**src/rtl/intr_mask_pkg.sv**
```systemverilog
// Package with register map, field positions and types for the interrupt enable mask block
package intr_mask_pkg;
   // ----------------------------------------
   // Register offsets (byte addresses)
   // ----------------------------------------
   localparam logic [11:0] PRIMARY_STATUS_OFFSET = 12'h010;
   localparam logic [11:0] ENABLE_MASK_OFFSET    = 12'h014;
   localparam logic [11:0] EXTENDED_STATUS_OFFSET = 12'h018;
   localparam logic [11:0] ROUTING_CTRL_OFFSET   = 12'h01c;
   localparam logic [11:0] EXT_ENABLE_OFFSET     = 12'h020;

   // ----------------------------------------
   // Field positions
   // ----------------------------------------
   localparam int MASTER_ENABLE_BIT  = 2;
   localparam int EXT_ROUTE_BIT      = 0;
   localparam int PHY_EVENT_BIT      = 3;
   localparam int PHY_REG_DATA_BIT   = 4;
   localparam int BUS_RESET_BIT      = 5;
   localparam int SELF_ID_ERROR_BIT  = 6;
   localparam int TX_READY_BIT       = 7;
   localparam int ASYNC_PKT_RX_BIT   = 8;
   localparam int CMD_RESET_RX_BIT   = 9;
   localparam int ASYNC_CTRL_ACK_BIT = 10;
   localparam int ISO_PKT_RX_BIT     = 11;
   localparam int ASYNC_BULK_ACK_BIT = 12;
   localparam int ISO_TX_STUCK_BIT   = 13;
   localparam int ASYNC_TX_STUCK_BIT = 14;
   localparam int DATA_CRC_ERROR_BIT = 15;
   localparam int BUSY_ACK_SENT_BIT  = 16;
   localparam int HEADER_ERROR_BIT   = 17;
   localparam int TX_TCODE_ERROR_BIT = 18;
   localparam int CYCLE_SECONDS_BIT  = 22;
   localparam int CYCLE_STARTED_BIT  = 23;
   localparam int CYCLE_DONE_BIT     = 24;
   localparam int CYCLE_PENDING_BIT  = 25;
   localparam int CYCLE_LOST_BIT     = 26;
   localparam int CYCLE_ARB_FAIL_BIT = 27;
   localparam int ARB_RESET_GAP_BIT  = 28;
   localparam int SUBACTION_GAP_BIT  = 29;
   localparam int ISO_ARB_FAIL_BIT   = 31;

   // ----------------------------------------
   // Reset values and writable bits
   // ----------------------------------------
   localparam logic [31:0] ENABLE_MASK_RESET    = 32'h0000_0000;
   localparam logic [31:0] ENABLE_MASK_WRITABLE = 32'hbfc7_fffc;
   localparam logic [31:0] EXT_MASK_RESET       = 32'h0000_0000;
   localparam logic [31:0] ROUTING_CTRL_RESET   = 32'h0000_0000;
   localparam logic [31:0] READ_ZERO            = 32'h0000_0000;

   // APB request bundle
   typedef struct packed {
      logic        sel;
      logic        enable;
      logic        write;
      logic [11:0] addr;
      logic [31:0] wdata;
   } apb_req_t;
endpackage

```
**src/rtl/link_interrupt_enable_mask.sv**
```systemverilog
// Interrupt enable mask register and interrupt terminal routing with an APB slave
//
// The implementer's own choice: the APB interface to the registers.
`timescale 1ns/1ps
`default_nettype none

// Summary of operation
// - All enable bits clear to zero on reset.
// - Enable mask sits at offset 014h, gating primary status at 10h.
// - Bit 2 is master enable routing primary status to interrupt output.
// - Primary and extended status can both drive the interrupt output.
// - Bit 3 gates the physical-layer interrupt status.
// - Bit 4 gates the physical-layer register data received status.
// - Bit 5 gates the bus reset status.
// - Bit 6 gates the self-identification error status.
// - Bit 7 gates the transmitter ready status.
// - Bit 8 gates the asynchronous packet received status.
// - Bit 9 gates the command reset received status.
// - Bit 10 gates the asynchronous control FIFO acknowledge status.
// - Bit 11 gates the isochronous packet received status.
// - Bit 12 gates the asynchronous bulk FIFO acknowledge status.
// - Bits 13 and 14 gate isochronous and asynchronous transmit FIFO stuck.
// - Bits 15 to 18 gate CRC, busy ack, header and tcode errors.
// - Bits 22 and 23 gate cycle seconds and cycle started.
// - Bits 24 to 27 gate cycle done, pending, lost, arbitration failed.
// - Bits 28 and 29 gate arbitration reset gap and subaction gap.
// - Bit 31 gates isochronous arbitration failed status.
// - Each enable bit shares its position with its status bit.
module link_interrupt_enable_mask (
   input  wire logic                       pclk,
   input  wire logic                       presetn,
   input  wire logic                       psel,
   input  wire logic                       penable,
   input  wire logic                       pwrite,
   input  wire logic [11:0]                paddr,
   input  wire logic [31:0]                pwdata,
   output logic      [31:0]                prdata,
   output logic                            pready,
   output logic                            pslverr,
   input  wire logic                       soft_reset,
   input  wire logic [31:0]                primary_interrupt_status,
   input  wire logic [31:0]                extended_interrupt_status,
   output logic                            interrupt_out
);
   import intr_mask_pkg::*;

   // ----------------------------------------
   // Bus decode
   // ----------------------------------------
   intr_mask_pkg::apb_req_t req;
   logic        wr_access;
   logic        rd_access;
   logic        hit_mask;
   logic        hit_ext;
   logic        hit_route;
   logic        hit_primary;
   logic        hit_extstat;
   logic        hit_any;
   logic [31:0] nxt_prdata;

   logic [31:0] interrupt_enable_mask_ff;
   logic [31:0] ext_enable_mask_ff;
   logic [31:0] routing_ctrl_ff;
   logic [31:0] prdata_ff;
   logic        pslverr_ff;
   logic        interrupt_ff;
   logic        master_interrupt_enable;
   logic        ext_route_enable;
   logic [31:0] primary_qualified;
   logic [31:0] ext_qualified;
   logic        nxt_interrupt;
   logic        primary_path;
   logic        ext_path;

   // ----------------------------------------
   // Named enable fields of the mask
   // ----------------------------------------
   logic        phy_event_enable;
   logic        phy_register_data_enable;
   logic        bus_reset_event_enable;
   logic        self_identification_error_enable;
   logic        transmitter_ready_enable;
   logic        async_packet_received_enable;
   logic        command_reset_received_enable;
   logic        async_control_ack_enable;
   logic        iso_packet_received_enable;
   logic        async_bulk_ack_enable;
   logic        iso_tx_fifo_stuck_enable;
   logic        async_tx_fifo_stuck_enable;
   logic        data_crc_error_enable;
   logic        busy_ack_sent_enable;
   logic        header_error_enable;
   logic        tx_transaction_code_error_enable;
   logic        cycle_seconds_enable;
   logic        cycle_started_enable;
   logic        cycle_done_enable;
   logic        cycle_pending_enable;
   logic        cycle_lost_enable;
   logic        cycle_arbitration_fail_enable;
   logic        arbitration_reset_gap_enable;
   logic        subaction_gap_enable;
   logic        iso_arbitration_fail_enable;
   logic [31:0] enable_fields;

   // Grouped causes of the primary status
   logic        self_cause;
   logic        phy_cause;
   logic        host_cause;
   logic        stuck_cause;
   logic        error_cause;
   logic        cycle_cause;
   logic        gap_cause;
   logic        iso_cause;
   logic        primary_any;

   // Bundle the request
   assign req = '{sel: psel, enable: penable, write: pwrite, addr: paddr, wdata: pwdata};

   // Write strobe in the access phase, read strobe in the setup phase; zero-wait slave
   assign wr_access = req.sel && req.enable && req.write;
   assign rd_access = req.sel && !req.enable && !req.write;
   assign pready    = 1'b1;
   assign pslverr   = pslverr_ff;
   assign prdata    = prdata_ff;

   // Address decode
   assign hit_mask    = (req.addr == ENABLE_MASK_OFFSET);
   assign hit_primary = (req.addr == PRIMARY_STATUS_OFFSET);
   assign hit_extstat = (req.addr == EXTENDED_STATUS_OFFSET);
   assign hit_route   = (req.addr == ROUTING_CTRL_OFFSET);
   assign hit_ext     = (req.addr == EXT_ENABLE_OFFSET);
   assign hit_any     = hit_mask | hit_primary | hit_extstat | hit_route | hit_ext;

   // ----------------------------------------
   // Enable mask register
   // ----------------------------------------
   // Writable enables only; reserved positions held at zero
   always_ff @(posedge pclk or negedge presetn) begin
      if (!presetn) begin
         interrupt_enable_mask_ff <= ENABLE_MASK_RESET;
      end else if (soft_reset) begin
         interrupt_enable_mask_ff <= ENABLE_MASK_RESET;
      end else if (wr_access && hit_mask) begin
         interrupt_enable_mask_ff <= req.wdata & ENABLE_MASK_WRITABLE;
      end
   end

   // Extended status enables, all bits writable
   always_ff @(posedge pclk or negedge presetn) begin
      if (!presetn) begin
         ext_enable_mask_ff <= EXT_MASK_RESET;
      end else if (soft_reset) begin
         ext_enable_mask_ff <= EXT_MASK_RESET;
      end else if (wr_access && hit_ext) begin
         ext_enable_mask_ff <= req.wdata;
      end
   end

   // Routing control, only the extended route bit is kept
   always_ff @(posedge pclk or negedge presetn) begin
      if (!presetn) begin
         routing_ctrl_ff <= ROUTING_CTRL_RESET;
      end else if (soft_reset) begin
         routing_ctrl_ff <= ROUTING_CTRL_RESET;
      end else if (wr_access && hit_route) begin
         routing_ctrl_ff <= {31'h0000_0000, req.wdata[EXT_ROUTE_BIT]};
      end
   end

   // ----------------------------------------
   // Read data and error response
   // ----------------------------------------
   // Read mux for setup phase, registered into the access phase
   always_comb begin
      nxt_prdata = READ_ZERO;
      if (hit_mask) begin
         nxt_prdata = interrupt_enable_mask_ff;
      end else if (hit_primary) begin
         nxt_prdata = primary_interrupt_status;
      end else if (hit_extstat) begin
         nxt_prdata = extended_interrupt_status;
      end else if (hit_route) begin
         nxt_prdata = routing_ctrl_ff;
      end else if (hit_ext) begin
         nxt_prdata = ext_enable_mask_ff;
      end
   end

   always_ff @(posedge pclk or negedge presetn) begin
      if (!presetn) begin
         prdata_ff <= READ_ZERO;
      end else if (rd_access) begin
         prdata_ff <= nxt_prdata;
      end
   end

   // Unmapped addresses answer with slave error in the access phase
   always_ff @(posedge pclk or negedge presetn) begin
      if (!presetn) begin
         pslverr_ff <= 1'b0;
      end else if (req.sel && !req.enable) begin
         pslverr_ff <= !hit_any;
      end else if (!req.sel) begin
         pslverr_ff <= 1'b0;
      end
   end

   // ----------------------------------------
   // Interrupt combining
   // ----------------------------------------
   assign master_interrupt_enable = interrupt_enable_mask_ff[MASTER_ENABLE_BIT];
   assign ext_route_enable        = routing_ctrl_ff[EXT_ROUTE_BIT];

   // Status inputs are latched levels held outside this block.
   // The terminal is a level: it stays high while any enabled
   // cause stays set, and drops one cycle after the cause or
   // its enable goes away. Clearing a status is the job of the
   // status owner; nothing here remembers a past event.
   // Reserved mask bits never reach the gating below.

   // Field views of the enable mask
   // Physical layer and self-identification events
   assign phy_event_enable                 = interrupt_enable_mask_ff[PHY_EVENT_BIT];
   assign phy_register_data_enable         = interrupt_enable_mask_ff[PHY_REG_DATA_BIT];
   assign bus_reset_event_enable           = interrupt_enable_mask_ff[BUS_RESET_BIT];
   assign self_identification_error_enable = interrupt_enable_mask_ff[SELF_ID_ERROR_BIT];

   // Transmit, receive and acknowledge events
   assign transmitter_ready_enable         = interrupt_enable_mask_ff[TX_READY_BIT];
   assign async_packet_received_enable     = interrupt_enable_mask_ff[ASYNC_PKT_RX_BIT];
   assign command_reset_received_enable    = interrupt_enable_mask_ff[CMD_RESET_RX_BIT];
   assign async_control_ack_enable         = interrupt_enable_mask_ff[ASYNC_CTRL_ACK_BIT];
   assign iso_packet_received_enable       = interrupt_enable_mask_ff[ISO_PKT_RX_BIT];
   assign async_bulk_ack_enable            = interrupt_enable_mask_ff[ASYNC_BULK_ACK_BIT];

   // Transmit FIFO stuck
   assign iso_tx_fifo_stuck_enable         = interrupt_enable_mask_ff[ISO_TX_STUCK_BIT];
   assign async_tx_fifo_stuck_enable       = interrupt_enable_mask_ff[ASYNC_TX_STUCK_BIT];

   // Error events
   assign data_crc_error_enable            = interrupt_enable_mask_ff[DATA_CRC_ERROR_BIT];
   assign busy_ack_sent_enable             = interrupt_enable_mask_ff[BUSY_ACK_SENT_BIT];
   assign header_error_enable              = interrupt_enable_mask_ff[HEADER_ERROR_BIT];
   assign tx_transaction_code_error_enable = interrupt_enable_mask_ff[TX_TCODE_ERROR_BIT];

   // Cycle events
   assign cycle_seconds_enable             = interrupt_enable_mask_ff[CYCLE_SECONDS_BIT];
   assign cycle_started_enable             = interrupt_enable_mask_ff[CYCLE_STARTED_BIT];
   assign cycle_done_enable                = interrupt_enable_mask_ff[CYCLE_DONE_BIT];
   assign cycle_pending_enable             = interrupt_enable_mask_ff[CYCLE_PENDING_BIT];
   assign cycle_lost_enable                = interrupt_enable_mask_ff[CYCLE_LOST_BIT];
   assign cycle_arbitration_fail_enable    = interrupt_enable_mask_ff[CYCLE_ARB_FAIL_BIT];

   // Bus gaps
   assign arbitration_reset_gap_enable     = interrupt_enable_mask_ff[ARB_RESET_GAP_BIT];
   assign subaction_gap_enable             = interrupt_enable_mask_ff[SUBACTION_GAP_BIT];

   // Isochronous arbitration
   assign iso_arbitration_fail_enable      = interrupt_enable_mask_ff[ISO_ARB_FAIL_BIT];

   // Enable vector rebuilt by position; reserved places stay zero
   always_comb begin
      enable_fields = '0;
      enable_fields[MASTER_ENABLE_BIT] = master_interrupt_enable;

      // Physical layer and self-identification events
      enable_fields[PHY_EVENT_BIT]      = phy_event_enable;
      enable_fields[PHY_REG_DATA_BIT]   = phy_register_data_enable;
      enable_fields[BUS_RESET_BIT]      = bus_reset_event_enable;
      enable_fields[SELF_ID_ERROR_BIT]  = self_identification_error_enable;

      // Transmit, receive and acknowledge events
      enable_fields[TX_READY_BIT]       = transmitter_ready_enable;
      enable_fields[ASYNC_PKT_RX_BIT]   = async_packet_received_enable;
      enable_fields[CMD_RESET_RX_BIT]   = command_reset_received_enable;
      enable_fields[ASYNC_CTRL_ACK_BIT] = async_control_ack_enable;
      enable_fields[ISO_PKT_RX_BIT]     = iso_packet_received_enable;
      enable_fields[ASYNC_BULK_ACK_BIT] = async_bulk_ack_enable;

      // Transmit FIFO stuck
      enable_fields[ISO_TX_STUCK_BIT]   = iso_tx_fifo_stuck_enable;
      enable_fields[ASYNC_TX_STUCK_BIT] = async_tx_fifo_stuck_enable;

      // Error events
      enable_fields[DATA_CRC_ERROR_BIT] = data_crc_error_enable;
      enable_fields[BUSY_ACK_SENT_BIT]  = busy_ack_sent_enable;
      enable_fields[HEADER_ERROR_BIT]   = header_error_enable;
      enable_fields[TX_TCODE_ERROR_BIT] = tx_transaction_code_error_enable;

      // Cycle events
      enable_fields[CYCLE_SECONDS_BIT]  = cycle_seconds_enable;
      enable_fields[CYCLE_STARTED_BIT]  = cycle_started_enable;
      enable_fields[CYCLE_DONE_BIT]     = cycle_done_enable;
      enable_fields[CYCLE_PENDING_BIT]  = cycle_pending_enable;
      enable_fields[CYCLE_LOST_BIT]     = cycle_lost_enable;
      enable_fields[CYCLE_ARB_FAIL_BIT] = cycle_arbitration_fail_enable;

      // Bus gaps and isochronous arbitration
      enable_fields[ARB_RESET_GAP_BIT]  = arbitration_reset_gap_enable;
      enable_fields[SUBACTION_GAP_BIT]  = subaction_gap_enable;
      enable_fields[ISO_ARB_FAIL_BIT]   = iso_arbitration_fail_enable;
   end

   // Bitwise gating, enable and status share positions
   assign primary_qualified = primary_interrupt_status & enable_fields;

   // Extended path gated bit by bit
   for (genvar b = 0; b < 32; b++) begin : g_ext_gate
      assign ext_qualified[b] = extended_interrupt_status[b] & ext_enable_mask_ff[b];
   end

   // Causes grouped by kind of event
   assign self_cause  = primary_qualified[MASTER_ENABLE_BIT];
   assign phy_cause   = |primary_qualified[SELF_ID_ERROR_BIT:PHY_EVENT_BIT];
   assign host_cause  = |primary_qualified[ASYNC_BULK_ACK_BIT:TX_READY_BIT];
   assign stuck_cause = |primary_qualified[ASYNC_TX_STUCK_BIT:ISO_TX_STUCK_BIT];
   assign error_cause = |primary_qualified[TX_TCODE_ERROR_BIT:DATA_CRC_ERROR_BIT];
   assign cycle_cause = |primary_qualified[CYCLE_ARB_FAIL_BIT:CYCLE_SECONDS_BIT];
   assign gap_cause   = |primary_qualified[SUBACTION_GAP_BIT:ARB_RESET_GAP_BIT];
   assign iso_cause   = primary_qualified[ISO_ARB_FAIL_BIT];
   assign primary_any = self_cause | phy_cause | host_cause | stuck_cause
                      | error_cause | cycle_cause | gap_cause | iso_cause;

   // Primary only through master enable; extended shares the terminal
   assign primary_path  = master_interrupt_enable && primary_any;
   assign ext_path      = ext_route_enable && (|ext_qualified);
   assign nxt_interrupt = primary_path || ext_path;

   always_ff @(posedge pclk or negedge presetn) begin
      if (!presetn) begin
         interrupt_ff <= 1'b0;
      end else begin
         interrupt_ff <= nxt_interrupt;
      end
   end

   assign interrupt_out = interrupt_ff;

endmodule

`default_nettype wire

```
**config.mk**
```make
export PLATFORM = sky130hd
export DESIGN_NAME = link_interrupt_enable_mask
export DESIGN_NICKNAME = d
export VERILOG_FILES = /design/src/rtl/intr_mask_pkg.sv /design/src/rtl/link_interrupt_enable_mask.sv
export SDC_FILE = /design/constraint.sdc
export NUM_CORES = 1
export LEC_CHECK = 0
export ABC_AREA = 1
export BUFFER_PORTS_ARGS = -buffer_cell sky130_fd_sc_hd__buf_4
export CAP_MARGIN = 15
export CORE_MARGIN = 2
export CORE_UTILIZATION = 30
export DETAILED_ROUTE_END_ITERATION = 10
export HOLD_SLACK_MARGIN = 0.15
export PLACE_DENSITY_LB_ADDON = 0.2
export SYNTH_ARGS = -nofsm -noshare
export SYNTH_HDL_FRONTEND = slang
export SYNTH_SLANG_ARGS = --single-unit
```
**constraint.sdc**
```tcl
create_clock -name pclk -period 1.25 [get_ports pclk]
set_input_delay 0.1875 -clock pclk [delete_from_list [all_inputs] [get_ports pclk]]
set_output_delay 0.1875 -clock pclk [all_outputs]
set_load 0.01 [all_outputs]
```
==> flow_metrics.py, run 1 <==
metrics = {
    "status": {
        "status": "finished with violations",
        "failed_checks": "negative setup slack",
    },
    "timing": {
        "grt_setup_unrepaired": "yes",
        "setup_tns_ps": -6.60,
        "min_period_over_period": 1.01,
        "setup_viol": 1,
        "layout_setup_ws_ps": -6.60,
        "max_freq_ghz": 0.796,
        "hold_violations": 0,
        "finClkSkew_ps": 8.39,
        "timing.final.crit_period_ps": 1260,
        "drv_slew": 0,
    },
    "job": {
        "maxCapViolations": 0,
    },
    "clocking": {
        "clk_latency_ps": 360,
        "clock-root-buffer": "clkbuf_16",
        "cts_sinks": 93,
        "cts_tree": "yes",
        "cts_buffer_depth": 2,
        "cts-buffers-inserted": 9,
        "postCtsSetupBuffers": 0,
        "cts.clk_slew.worst_paths_ps": 70,
        "htree_levels": 3,
    },
    "critical_path": {
        "cp.arrival_ps": 1500,
        "required_ps": 1490,
        "cp-start-kind": "input port",
        "criticalPathCategory": "in -> reg",
        "cp-end-kind": "register",
        "cp_max_fo": 2,
    },
    "floorplan": {
        "core_um2": 17900,
        "die_h_um": 139,
        "die_w_um": 139,
        "rows": 49,
        "io_pins": 149,
        "dieArea_um2": 19300,
        "start_util": 0.304,
    },
    "place": {
        "io_buffers": 147,
        "gp_congestion": 0.862,
        "hpwl_um": 15000,
        "placed_cells": 1178,
    },
    "yosys": {
        "yosysSeqAreaShare": 0.427,
        "syn_avg_cell_area_um2": 6.98,
        "ys_types": 23,
        "yosys_register_bits": 93,
        "postSynthCellCount": 781,
        "syn_nets": 895,
        "ys_warn_count": 0,
        "synth_area_um2": 5450,
    },
    "grt": {
        "grt_pass1_vias": 5783,
        "antenna_found_initial": 0,
        "grt_pass1_wl_um": 32300,
        "grt.total_usage": 0.218,
        "grt_start_max_net_pins": 33,
        "grt_overflow": 0,
    },
    "cells_and_area": {
        "fin_cells": 1228,
        "drive_gt1_frac": 0.270,
        "final_core_util": 0.443,
        "final_cell_mix": "nand2_1 (329), buf_4 (187), dfrtp_1 (93)",
        "area_growth_pct": 45.6,
        "fin_nets": 1108,
        "mostFrequentLayoutCell": "nand2_1",
        "antenna_cells": 0,
    },
    "route": {
        "drt-initial-drc-count": 393,
        "wire_per_inst_um": 17.0,
        "drc": 0,
        "dr.pass1.iters": 5,
        "wl_um": 20900,
        "via_per_inst": 4.73,
        "drtAntennaViolNets": 0,
        "via_count": 5807,
    },
    "power_and_ir_drop": {
        "p_leak_nw": 4.28,
        "powerDensity_nw_per_um2": 830,
        "worst_ir_drop_vdd_v": 0.000625,
    },
    "worst_hold_path": {
        "min_path_type": "in -> reg",
    },
}
## final timing paths
check	start	to	slack [ps]	cells after the start
min in group asynchronous	presetn	interrupt_enable_mask_ff[15]	270	2
worst min register to register	prdata[26]	prdata[26]	480	2
worst max-delay path	extended_interrupt_status[21]	interrupt_out	-7	8
max in group asynchronous	presetn	prdata[6]	500	3
worst max register to register	interrupt_enable_mask_ff[22]	interrupt_out	20	6
worst min-delay path	extended_interrupt_status[27]	prdata[27]	160	5
## critical path, cell delays in order
cell and delay [ps]:
dlygate4sd3_1 540, buf_4 140, nand2_1 70, nand4_1 90
nor2_2 180, nand4_1 150, nand2_1 90, nand2_1 60
## synthesized netlist by cell type
library cell / number / area (um2)
nand4_1: 15 / 93.8
nor2_4: 4 / 45.0
nor3_1: 3 / 15.0
o21ai_4: 1 / 16.3
nand2_1: 333 / 1250
clkbuf_1: 15 / 56.3
dfrtp_1: 93 / 2330
o21ai_2: 20 / 175
nand3_1: 75 / 375
buf_2: 10 / 50.1
buf_6: 5 / 56.3
buf_4: 7 / 52.6
nor2_8: 1 / 20.0
o211ai_1: 26 / 195
nor2_2: 5 / 31.3
nor2_1: 34 / 128
nand2_2: 4 / 25.0
inv_2: 5 / 18.8
conb_1: 1 / 3.75
o21ai_0: 36 / 180
a21oi_1: 2 / 10.0
clkinv_1: 2 / 7.51
inv_1: 84 / 315
## report_power, final
group,internal (mW),total (mW),switching [mW]
Combinational,0.447,0.893,0.445
Sequential,3.01,3.01,0.00207
Clock,1.41,2.68,1.27
Total,4.87,6.59,1.72
## metrics by stage
| stage | setup WS (ps) | hold WS, ps | power (mW) | area [um2] |
|---|---|---|---|---|
| floorplan | -0.603 | -108 | 3.27 | 5470 |
| global placement | -322 | 114 | 3.88 | 7310 |
| global route | -68.0 | 179 | 6.83 | 7930 |
| detailed placement | -322 | 114 | 3.88 | 7310 |
| finish | -6.60 | 159 | 6.59 | 7930 |
| CTS | 0.182 | 151 | 6.66 | 7930 |
## registers in the layout, summed over array words and instances (netlist names)
signal / flops
prdata: 32
routing_ctrl_ff: 1
interrupt_out: 1
ext_enable_mask_ff: 32
pslverr: 1
interrupt_enable_mask_ff: 26
## layout make-up
cell class	count	area [um2]
repair buffers	239	2100
flip-flops and latches	93	2330
multi-input cells	560	2590
fillers	1880	9970
clock inverters	5	35.0
inverters	91	342
clock buffers	11	243
well taps	229	287
## kinds of logic (layout without fill, tap and decap cells)
logic type / count (synthesis) / count (layout) / share of synthesized area
and+or+nand+nor: 474 / 474 / 0.364
buffers and inverters: 128 / 346 / 0.102
DFF: 93 / 93 / 0.427
AOI/OAI and AO/OA: 85 / 85 / 0.106
other: 1 / 1 / 0.000688
## metal layers
metal / global-route usage / vias up / wire length [um]
met4: 0.0420 / 0 / 230
met1: 0.297 / 2730 / 9620
met2: 0.364 / 178 / 9900
li1: - / 2882 / -
met3: 0.0411 / 17 / 1140
met5: 0 / - / 0
## timing repair
action,4_1_cts,5_1_grt
hold buffers,34,0
endpoints found under the hold margin,132,0
gates resized for setup,2,3
pin swaps,2,0
setup endpoints to repair,1,3
gates cloned,0,0
(Power assumes the default switching activity.)
==> inputs of run 2 (changes only) <==
- CAP_MARGIN: 15 -> 5
- clock period: 1.25 -> 1.3 ns (I/O delays scaled with it)
==> flow_metrics.py, run 2 (synthesis results as in run 1) <==
metrics = {
    "critical_path": {
        "required_ps": 1550,
        "worstReg2RegStart": "ext_enable_mask_ff[8]",
        "cp-start-kind": "input port",
        "cp-end-kind": "register",
        "criticalPathCategory": "in -> reg",
        "cp_max_fo": 2,
        "startpoint": "extended_interrupt_status[20]",
        "cp.arrival_ps": 1520,
    },
    "route": {
        "dr.pass1.iters": 5,
        "wire_per_inst_um": 16.8,
        "drt-initial-drc-count": 368,
        "wl_um": 20500,
        "via_count": 5760,
        "via_per_inst": 4.71,
        "drtAntennaViolNets": 0,
        "drc": 0,
    },
    "timing": {
        "timing.final.crit_period_ps": 1270,
        "layout_setup_ws_ps": 33.2,
        "setup_tns_ps": 0,
        "max_freq_ghz": 0.789,
        "drv_slew": 0,
        "finClkSkew_ps": 13.9,
        "hold_violations": 0,
        "setup_viol": 0,
        "min_period_over_period": 0.974,
    },
    "grt": {
        "grt_start_max_net_pins": 62,
        "antenna_found_initial": 0,
        "grt_overflow": 0,
        "grt.total_usage": 0.217,
        "grt_pass1_wl_um": 32100,
        "grt_pass1_vias": 5676,
    },
    "place": {
        "gp_congestion": 0.856,
        "post-place-ws_ps": -215,
        "dpl-instance-area_um2": 7240,
        "io_buffers": 147,
        "placed_cells": 1175,
        "hpwl_um": 14800,
    },
    "clocking": {
        "htree_levels": 3,
        "cts_tree": "yes",
        "cts-buffers-inserted": 9,
        "cts_buffer_depth": 2,
        "cts.clk_slew.worst_paths_ps": 80,
        "cts_sinks": 93,
        "clock-root-buffer": "clkbuf_16",
        "clk_latency_ps": 360,
    },
    "power_and_ir_drop": {
        "p_leak_nw": 4.25,
        "worst_ir_drop_vdd_v": 0.000710,
        "powerDensity_nw_per_um2": 829,
    },
    "cells_and_area": {
        "final_core_util": 0.439,
        "fillers": 1909,
        "antenna_cells": 0,
        "fin_cells": 1222,
        "fin_nets": 1102,
        "multi_input_area_um2": 2580,
        "area_growth_pct": 44.2,
        "register_area_um2": 2330,
        "final_cell_mix": "nand2_1 (330), buf_4 (188), dfrtp_1 (93)",
        "mostFrequentLayoutCell": "nand2_1",
        "stdcell_area_um2": 7860,
        "drive_gt1_frac": 0.267,
    },
    "worst_hold_path": {
        "min_from": "extended_interrupt_status[3]",
        "min_path_type": "in -> reg",
    },
    "floorplan": {
        "die_w_um": 139,
        "io_pins": 149,
        "die_h_um": 139,
        "dieArea_um2": 19300,
        "rows": 49,
        "start_util": 0.304,
        "core_um2": 17900,
    },
    "job": {
        "maxCapViolations": 0,
    },
    "status": {
        "status": "finished clean",
    },
}
==> run 2: final timing paths <==
check                      slack [ps]  depth (start not counted)                      to
max                                30                          8           interrupt_out
min in group asynchronous         380                          3  ext_enable_mask_ff[15]
min reg2reg                       480                          2              prdata[18]
max in group asynchronous         550                          3               prdata[2]
min                               160                          5               prdata[3]
max reg2reg                        80                          6           interrupt_out
==> run 2: worst max-delay path, cell delays in order <==
cell           delay, ps
dlygate4sd3_1        540
buf_4                140
nand2_1               60
nand4_1              180
nor2_1               130
nand4_1              110
nand2_1               90
nand2_1               70
==> run 2: layout make-up <==
| class | count | area share |
|---|---|---|
| Inverter | 91 | 0.0435 |
| Clock inverter | 6 | 0.00892 |
| Timing Repair Buffer | 233 | 0.257 |
| Clock buffer | 10 | 0.0291 |
| Tap cell | 229 | 0.0365 |
| Multi-Input combinational cell | 560 | 0.328 |
| Sequential cell | 93 | 0.296 |
==> run 2: power breakdown <==
group | switching [mW] | total [mW] | leakage (nW) | internal [mW]
Combinational | 0.416 | 0.823 | 2.81 | 0.407
Clock | 1.28 | 2.79 | 0.136 | 1.51
Sequential | 0.00190 | 2.90 | 1.30 | 2.89
==> run 2: layer usage <==
layer | global-route usage | wire length, um
met1 | 0.303 | 9630
met2 | 0.354 | 9500
met3 | 0.0276 | 995
met4 | 0.0617 | 357
met5 | 0 | 0
==> run 2: timing repair <==
action                                  CTS  global route
resized for setup                         0             6
setup buffers                             0             2
endpoints found under the setup margin    0             2
endpoints found under the hold margin   128             0
hold buffers                             29             0
==> run 2: through the flow <==
| stage | total power, mW | hold slack (ps) |
|---|---|---|
| floorplan | 3.15 | -101 |
| global placement | 3.71 | 242 |
| detailed placement | 3.70 | 243 |
| CTS | 6.57 | 150 |
| global route | 6.75 | 176 |
| finish | 6.51 | 161 |
==> inputs of run 3 (changes only) <==
- ABC_AREA: 1 -> default
- clock period: 1.3 -> 1.38 ns (I/O delays scaled with it)
==> flow_metrics.py, run 3 <==
metrics = {
    "status": {
        "status": "finished with violations",
        "failed_checks": "negative setup slack",
    },
    "clocking": {
        "clock-root-buffer": "clkbuf_16",
        "clk_latency_ps": 360,
        "htree_levels": 3,
        "cts-buffers-inserted": 9,
        "cts_buffer_depth": 2,
        "cts_tree": "yes",
        "cts.clk_slew.worst_paths_ps": 70,
        "cts_sinks": 93,
    },
    "critical_path": {
        "criticalPathCategory": "reg -> reg",
        "slowest_stage": "dfrtp_1",
        "cp-end-kind": "register",
        "cp.arrival_ps": 1770,
        "path_cells": "a22o_1 -> a221oi_2 -> buf_4 -> nand4_1 -> o21ai_1 -> nand2_1",
        "r2r.worst_path.cells": 6,
        "worstReg2RegStart": "interrupt_enable_mask_ff[14]",
        "r2r_end": "interrupt_out",
        "cp-start-kind": "register",
        "cp_max_fo": 2,
        "cpPeakStageDelay_ps": 410,
        "required_ps": 1610,
        "r2r_slack_ps": -160,
    },
    "power_and_ir_drop": {
        "worst_ir_drop_vdd_v": 0.000653,
        "swShare": 0.252,
        "p_comb_frac": 0.177,
        "internal-power_mw": 5.36,
        "clockPowerShare": 0.407,
        "powerDensity_nw_per_um2": 886,
        "seqPwrFrac": 0.416,
        "p_leak_nw": 3.72,
        "switchingPower_mw": 1.80,
    },
    "yosys": {
        "ys_types": 41,
        "synthAdderAreaFrac": 0,
        "async_reset_ff_frac": 1.00,
        "ys_warn_count": 0,
        "syn_avg_cell_area_um2": 9.76,
        "postSynthCellCount": 508,
        "syn_nets": 622,
        "ys.flop_type": "dfrtp_1",
        "yosysSeqAreaShare": 0.469,
        "yosys-top-cells-count": "nand2_1 (95), dfrtp_1 (93), a21oi_1 (62)",
        "synth_area_um2": 4960,
        "yosys_register_bits": 93,
        "synth.area.top_cells": "dfrtp_1 (47%), nand2_1 (7.2%), a21oi_1 (6.3%), mux2i_1 (5.4%), a211o_2 (3.8%)",
        "synth_xor_area_frac": 0,
        "synth_mux_area_frac": 0.0658,
        "synth_top_family_by_area": "compound AO/OA/AOI/OAI gates",
        "synth.most_common_cell": "nand2_1",
        "yosys.area_share.simple": 0.154,
        "synth_top_area_frac": 0.469,
        "synth_compound_area_frac": 0.262,
        "synth-edff-count": 0,
        "yosysTopAreaCell": "dfrtp_1",
    },
    "worst_hold_path": {
        "min_from": "extended_interrupt_status[18]",
        "min_path_type": "in -> reg",
        "min_to": "prdata[18]",
        "whs_path_depth": 3,
    },
    "grt": {
        "grt_pass1_wl_um": 30400,
        "grt_use_met3": 0.0579,
        "grt_start_max_net_pins": 60,
        "met2_usage": 0.370,
        "antenna_found_initial": 0,
        "grt.total_usage": 0.225,
        "globalRoute.busiestLayer": "met2",
        "grt_overflow": 0,
        "grt_pass1_vias": 5376,
        "use_met1": 0.292,
    },
    "timing": {
        "max_freq_ghz": 0.649,
        "finClkSkew_ps": 7.23,
        "hold_violations": 0,
        "timing.final.crit_period_ps": 1540,
        "holdWs_ps": 233,
        "grt_setup_unrepaired": "yes",
        "layout_setup_ws_ps": -161,
        "drv_slew": 0,
        "min_period_over_period": 1.12,
        "setup_viol": 3,
    },
    "floorplan": {
        "rows": 47,
        "die_w_um": 133,
        "io_pins": 149,
        "die_h_um": 133,
        "dieArea_um2": 17600,
        "start_util": 0.303,
        "core_um2": 16300,
    },
    "route": {
        "wl_um": 21300,
        "via_per_inst": 5.36,
        "drt-initial-drc-count": 384,
        "drtAntennaViolNets": 0,
        "via_count": 5220,
        "dr.pass1.iters": 5,
        "drc": 0,
        "wire_per_inst_um": 21.8,
    },
    "cells_and_area": {
        "fin_cells": 974,
        "fin_nets": 863,
        "drive_gt1_frac": 0.434,
        "antenna_cells": 0,
        "mostFrequentLayoutCell": "buf_4",
        "area_growth_pct": 63.1,
        "final_cell_mix": "buf_4 (207), nand2_1 (93), dfrtp_1 (93)",
    },
    "job": {
        "maxCapViolations": 0,
    },
    "place": {
        "gp_congestion": 0.834,
        "hpwl_um": 13700,
        "placed_cells": 911,
        "io_buffers": 147,
    },
}
## run 3: cell types whose count changed after synthesis, sizes merged, moves of 6 or more
cell,previous run,this run
a221oi,0,9
a22oi,0,20
nor2,44,38
nand3,75,3
nand2,337,96
o21ai,57,31
a211o,0,26
o221a,0,26
a21oi,2,62
inv,89,1
nand4,15,7
o211ai,26,0
mux2i,0,27
## run 3: cells by family (layout without fill, tap and decap cells)
kind of cell	Yosys count	in the layout
flip-flops	93	93
buffers and inverters	41	287
other	1	1
AO/OA/AOI/OAI	181	181
multiplexers	32	32
AND/OR/NAND/NOR	160	160
## run 3: how the worst max path moves through the flow
stage | start | end | slack (ps) | depth (start not counted)
2_1_floorplan | paddr[2] | ext_enable_mask_ff[19] | -150 | 8
3_3_place_gp | interrupt_enable_mask_ff[23] | interrupt_out | -330 | 6
3_5_place_dp | paddr[9] | prdata[13] | -380 | 8
4_1_cts | interrupt_enable_mask_ff[23] | interrupt_out | -150 | 6
5_1_grt | ext_enable_mask_ff[12] | interrupt_out | -220 | 5
6_report | interrupt_enable_mask_ff[14] | interrupt_out | -160 | 6
## run 3: repair_timing
action | in CTS | in global routing
buffers inserted | 0 | 4
gates cloned | 0 | 9
endpoints found under the hold margin | 153 | 0
gates resized for setup | 5 | 55
setup endpoints to repair | 1 | 84
hold buffers | 34 | 0
pin swaps | 4 | 53
## run 3: per-layer routing
layer / routed length, um / up-vias
li1: - / 2354
met1: 8890 / 2570
met2: 10000 / 261
met3: 1770 / 35
met4: 549 / 0
met5: 0 / -
## run 3: critical path, delay by kind of cell (launching register included)
kind	cells	cell delay, ps
simple gates	2	190
buf+inv	1	170
flops	1	410
compound gates	3	640
## run 3: final cells by class
type / instances / area [um2]
inverters: 1 / 3.75
clock buffers: 10 / 229
multi-input cells: 374 / 2700
well taps: 220 / 275
flip-flops and latches: 93 / 2330
clock inverters: 6 / 111
fillers: 1562 / 8260
repair buffers: 270 / 2440
## run 3: power by group through the flow
stage	Clock (mW)	Combinational (mW)	Sequential [mW]
6_report	2.91	1.27	2.98
5_1_grt	3.05	1.35	2.99
4_1_cts	2.95	1.22	2.97
3_5_place_dp	0	1.14	3.02
3_3_place_gp	0	1.12	3.03
2_1_floorplan	0	0.316	3.06
## run 3: stage by stage
stage	worst slack, ps	cell area, um2	setup TNS, ps	util	total power [mW]
2_1_floorplan	-146	5010	-9920	-	3.37
3_3_place_gp	-332	6860	-25440	0.419	4.15
3_5_place_dp	-377	6860	-27940	0.419	4.16
4_1_cts	-154	7560	-154	0.462	7.14
5_1_grt	-224	8090	-2310	0.495	7.39
6_report	-161	8090	-166	0.495	7.16
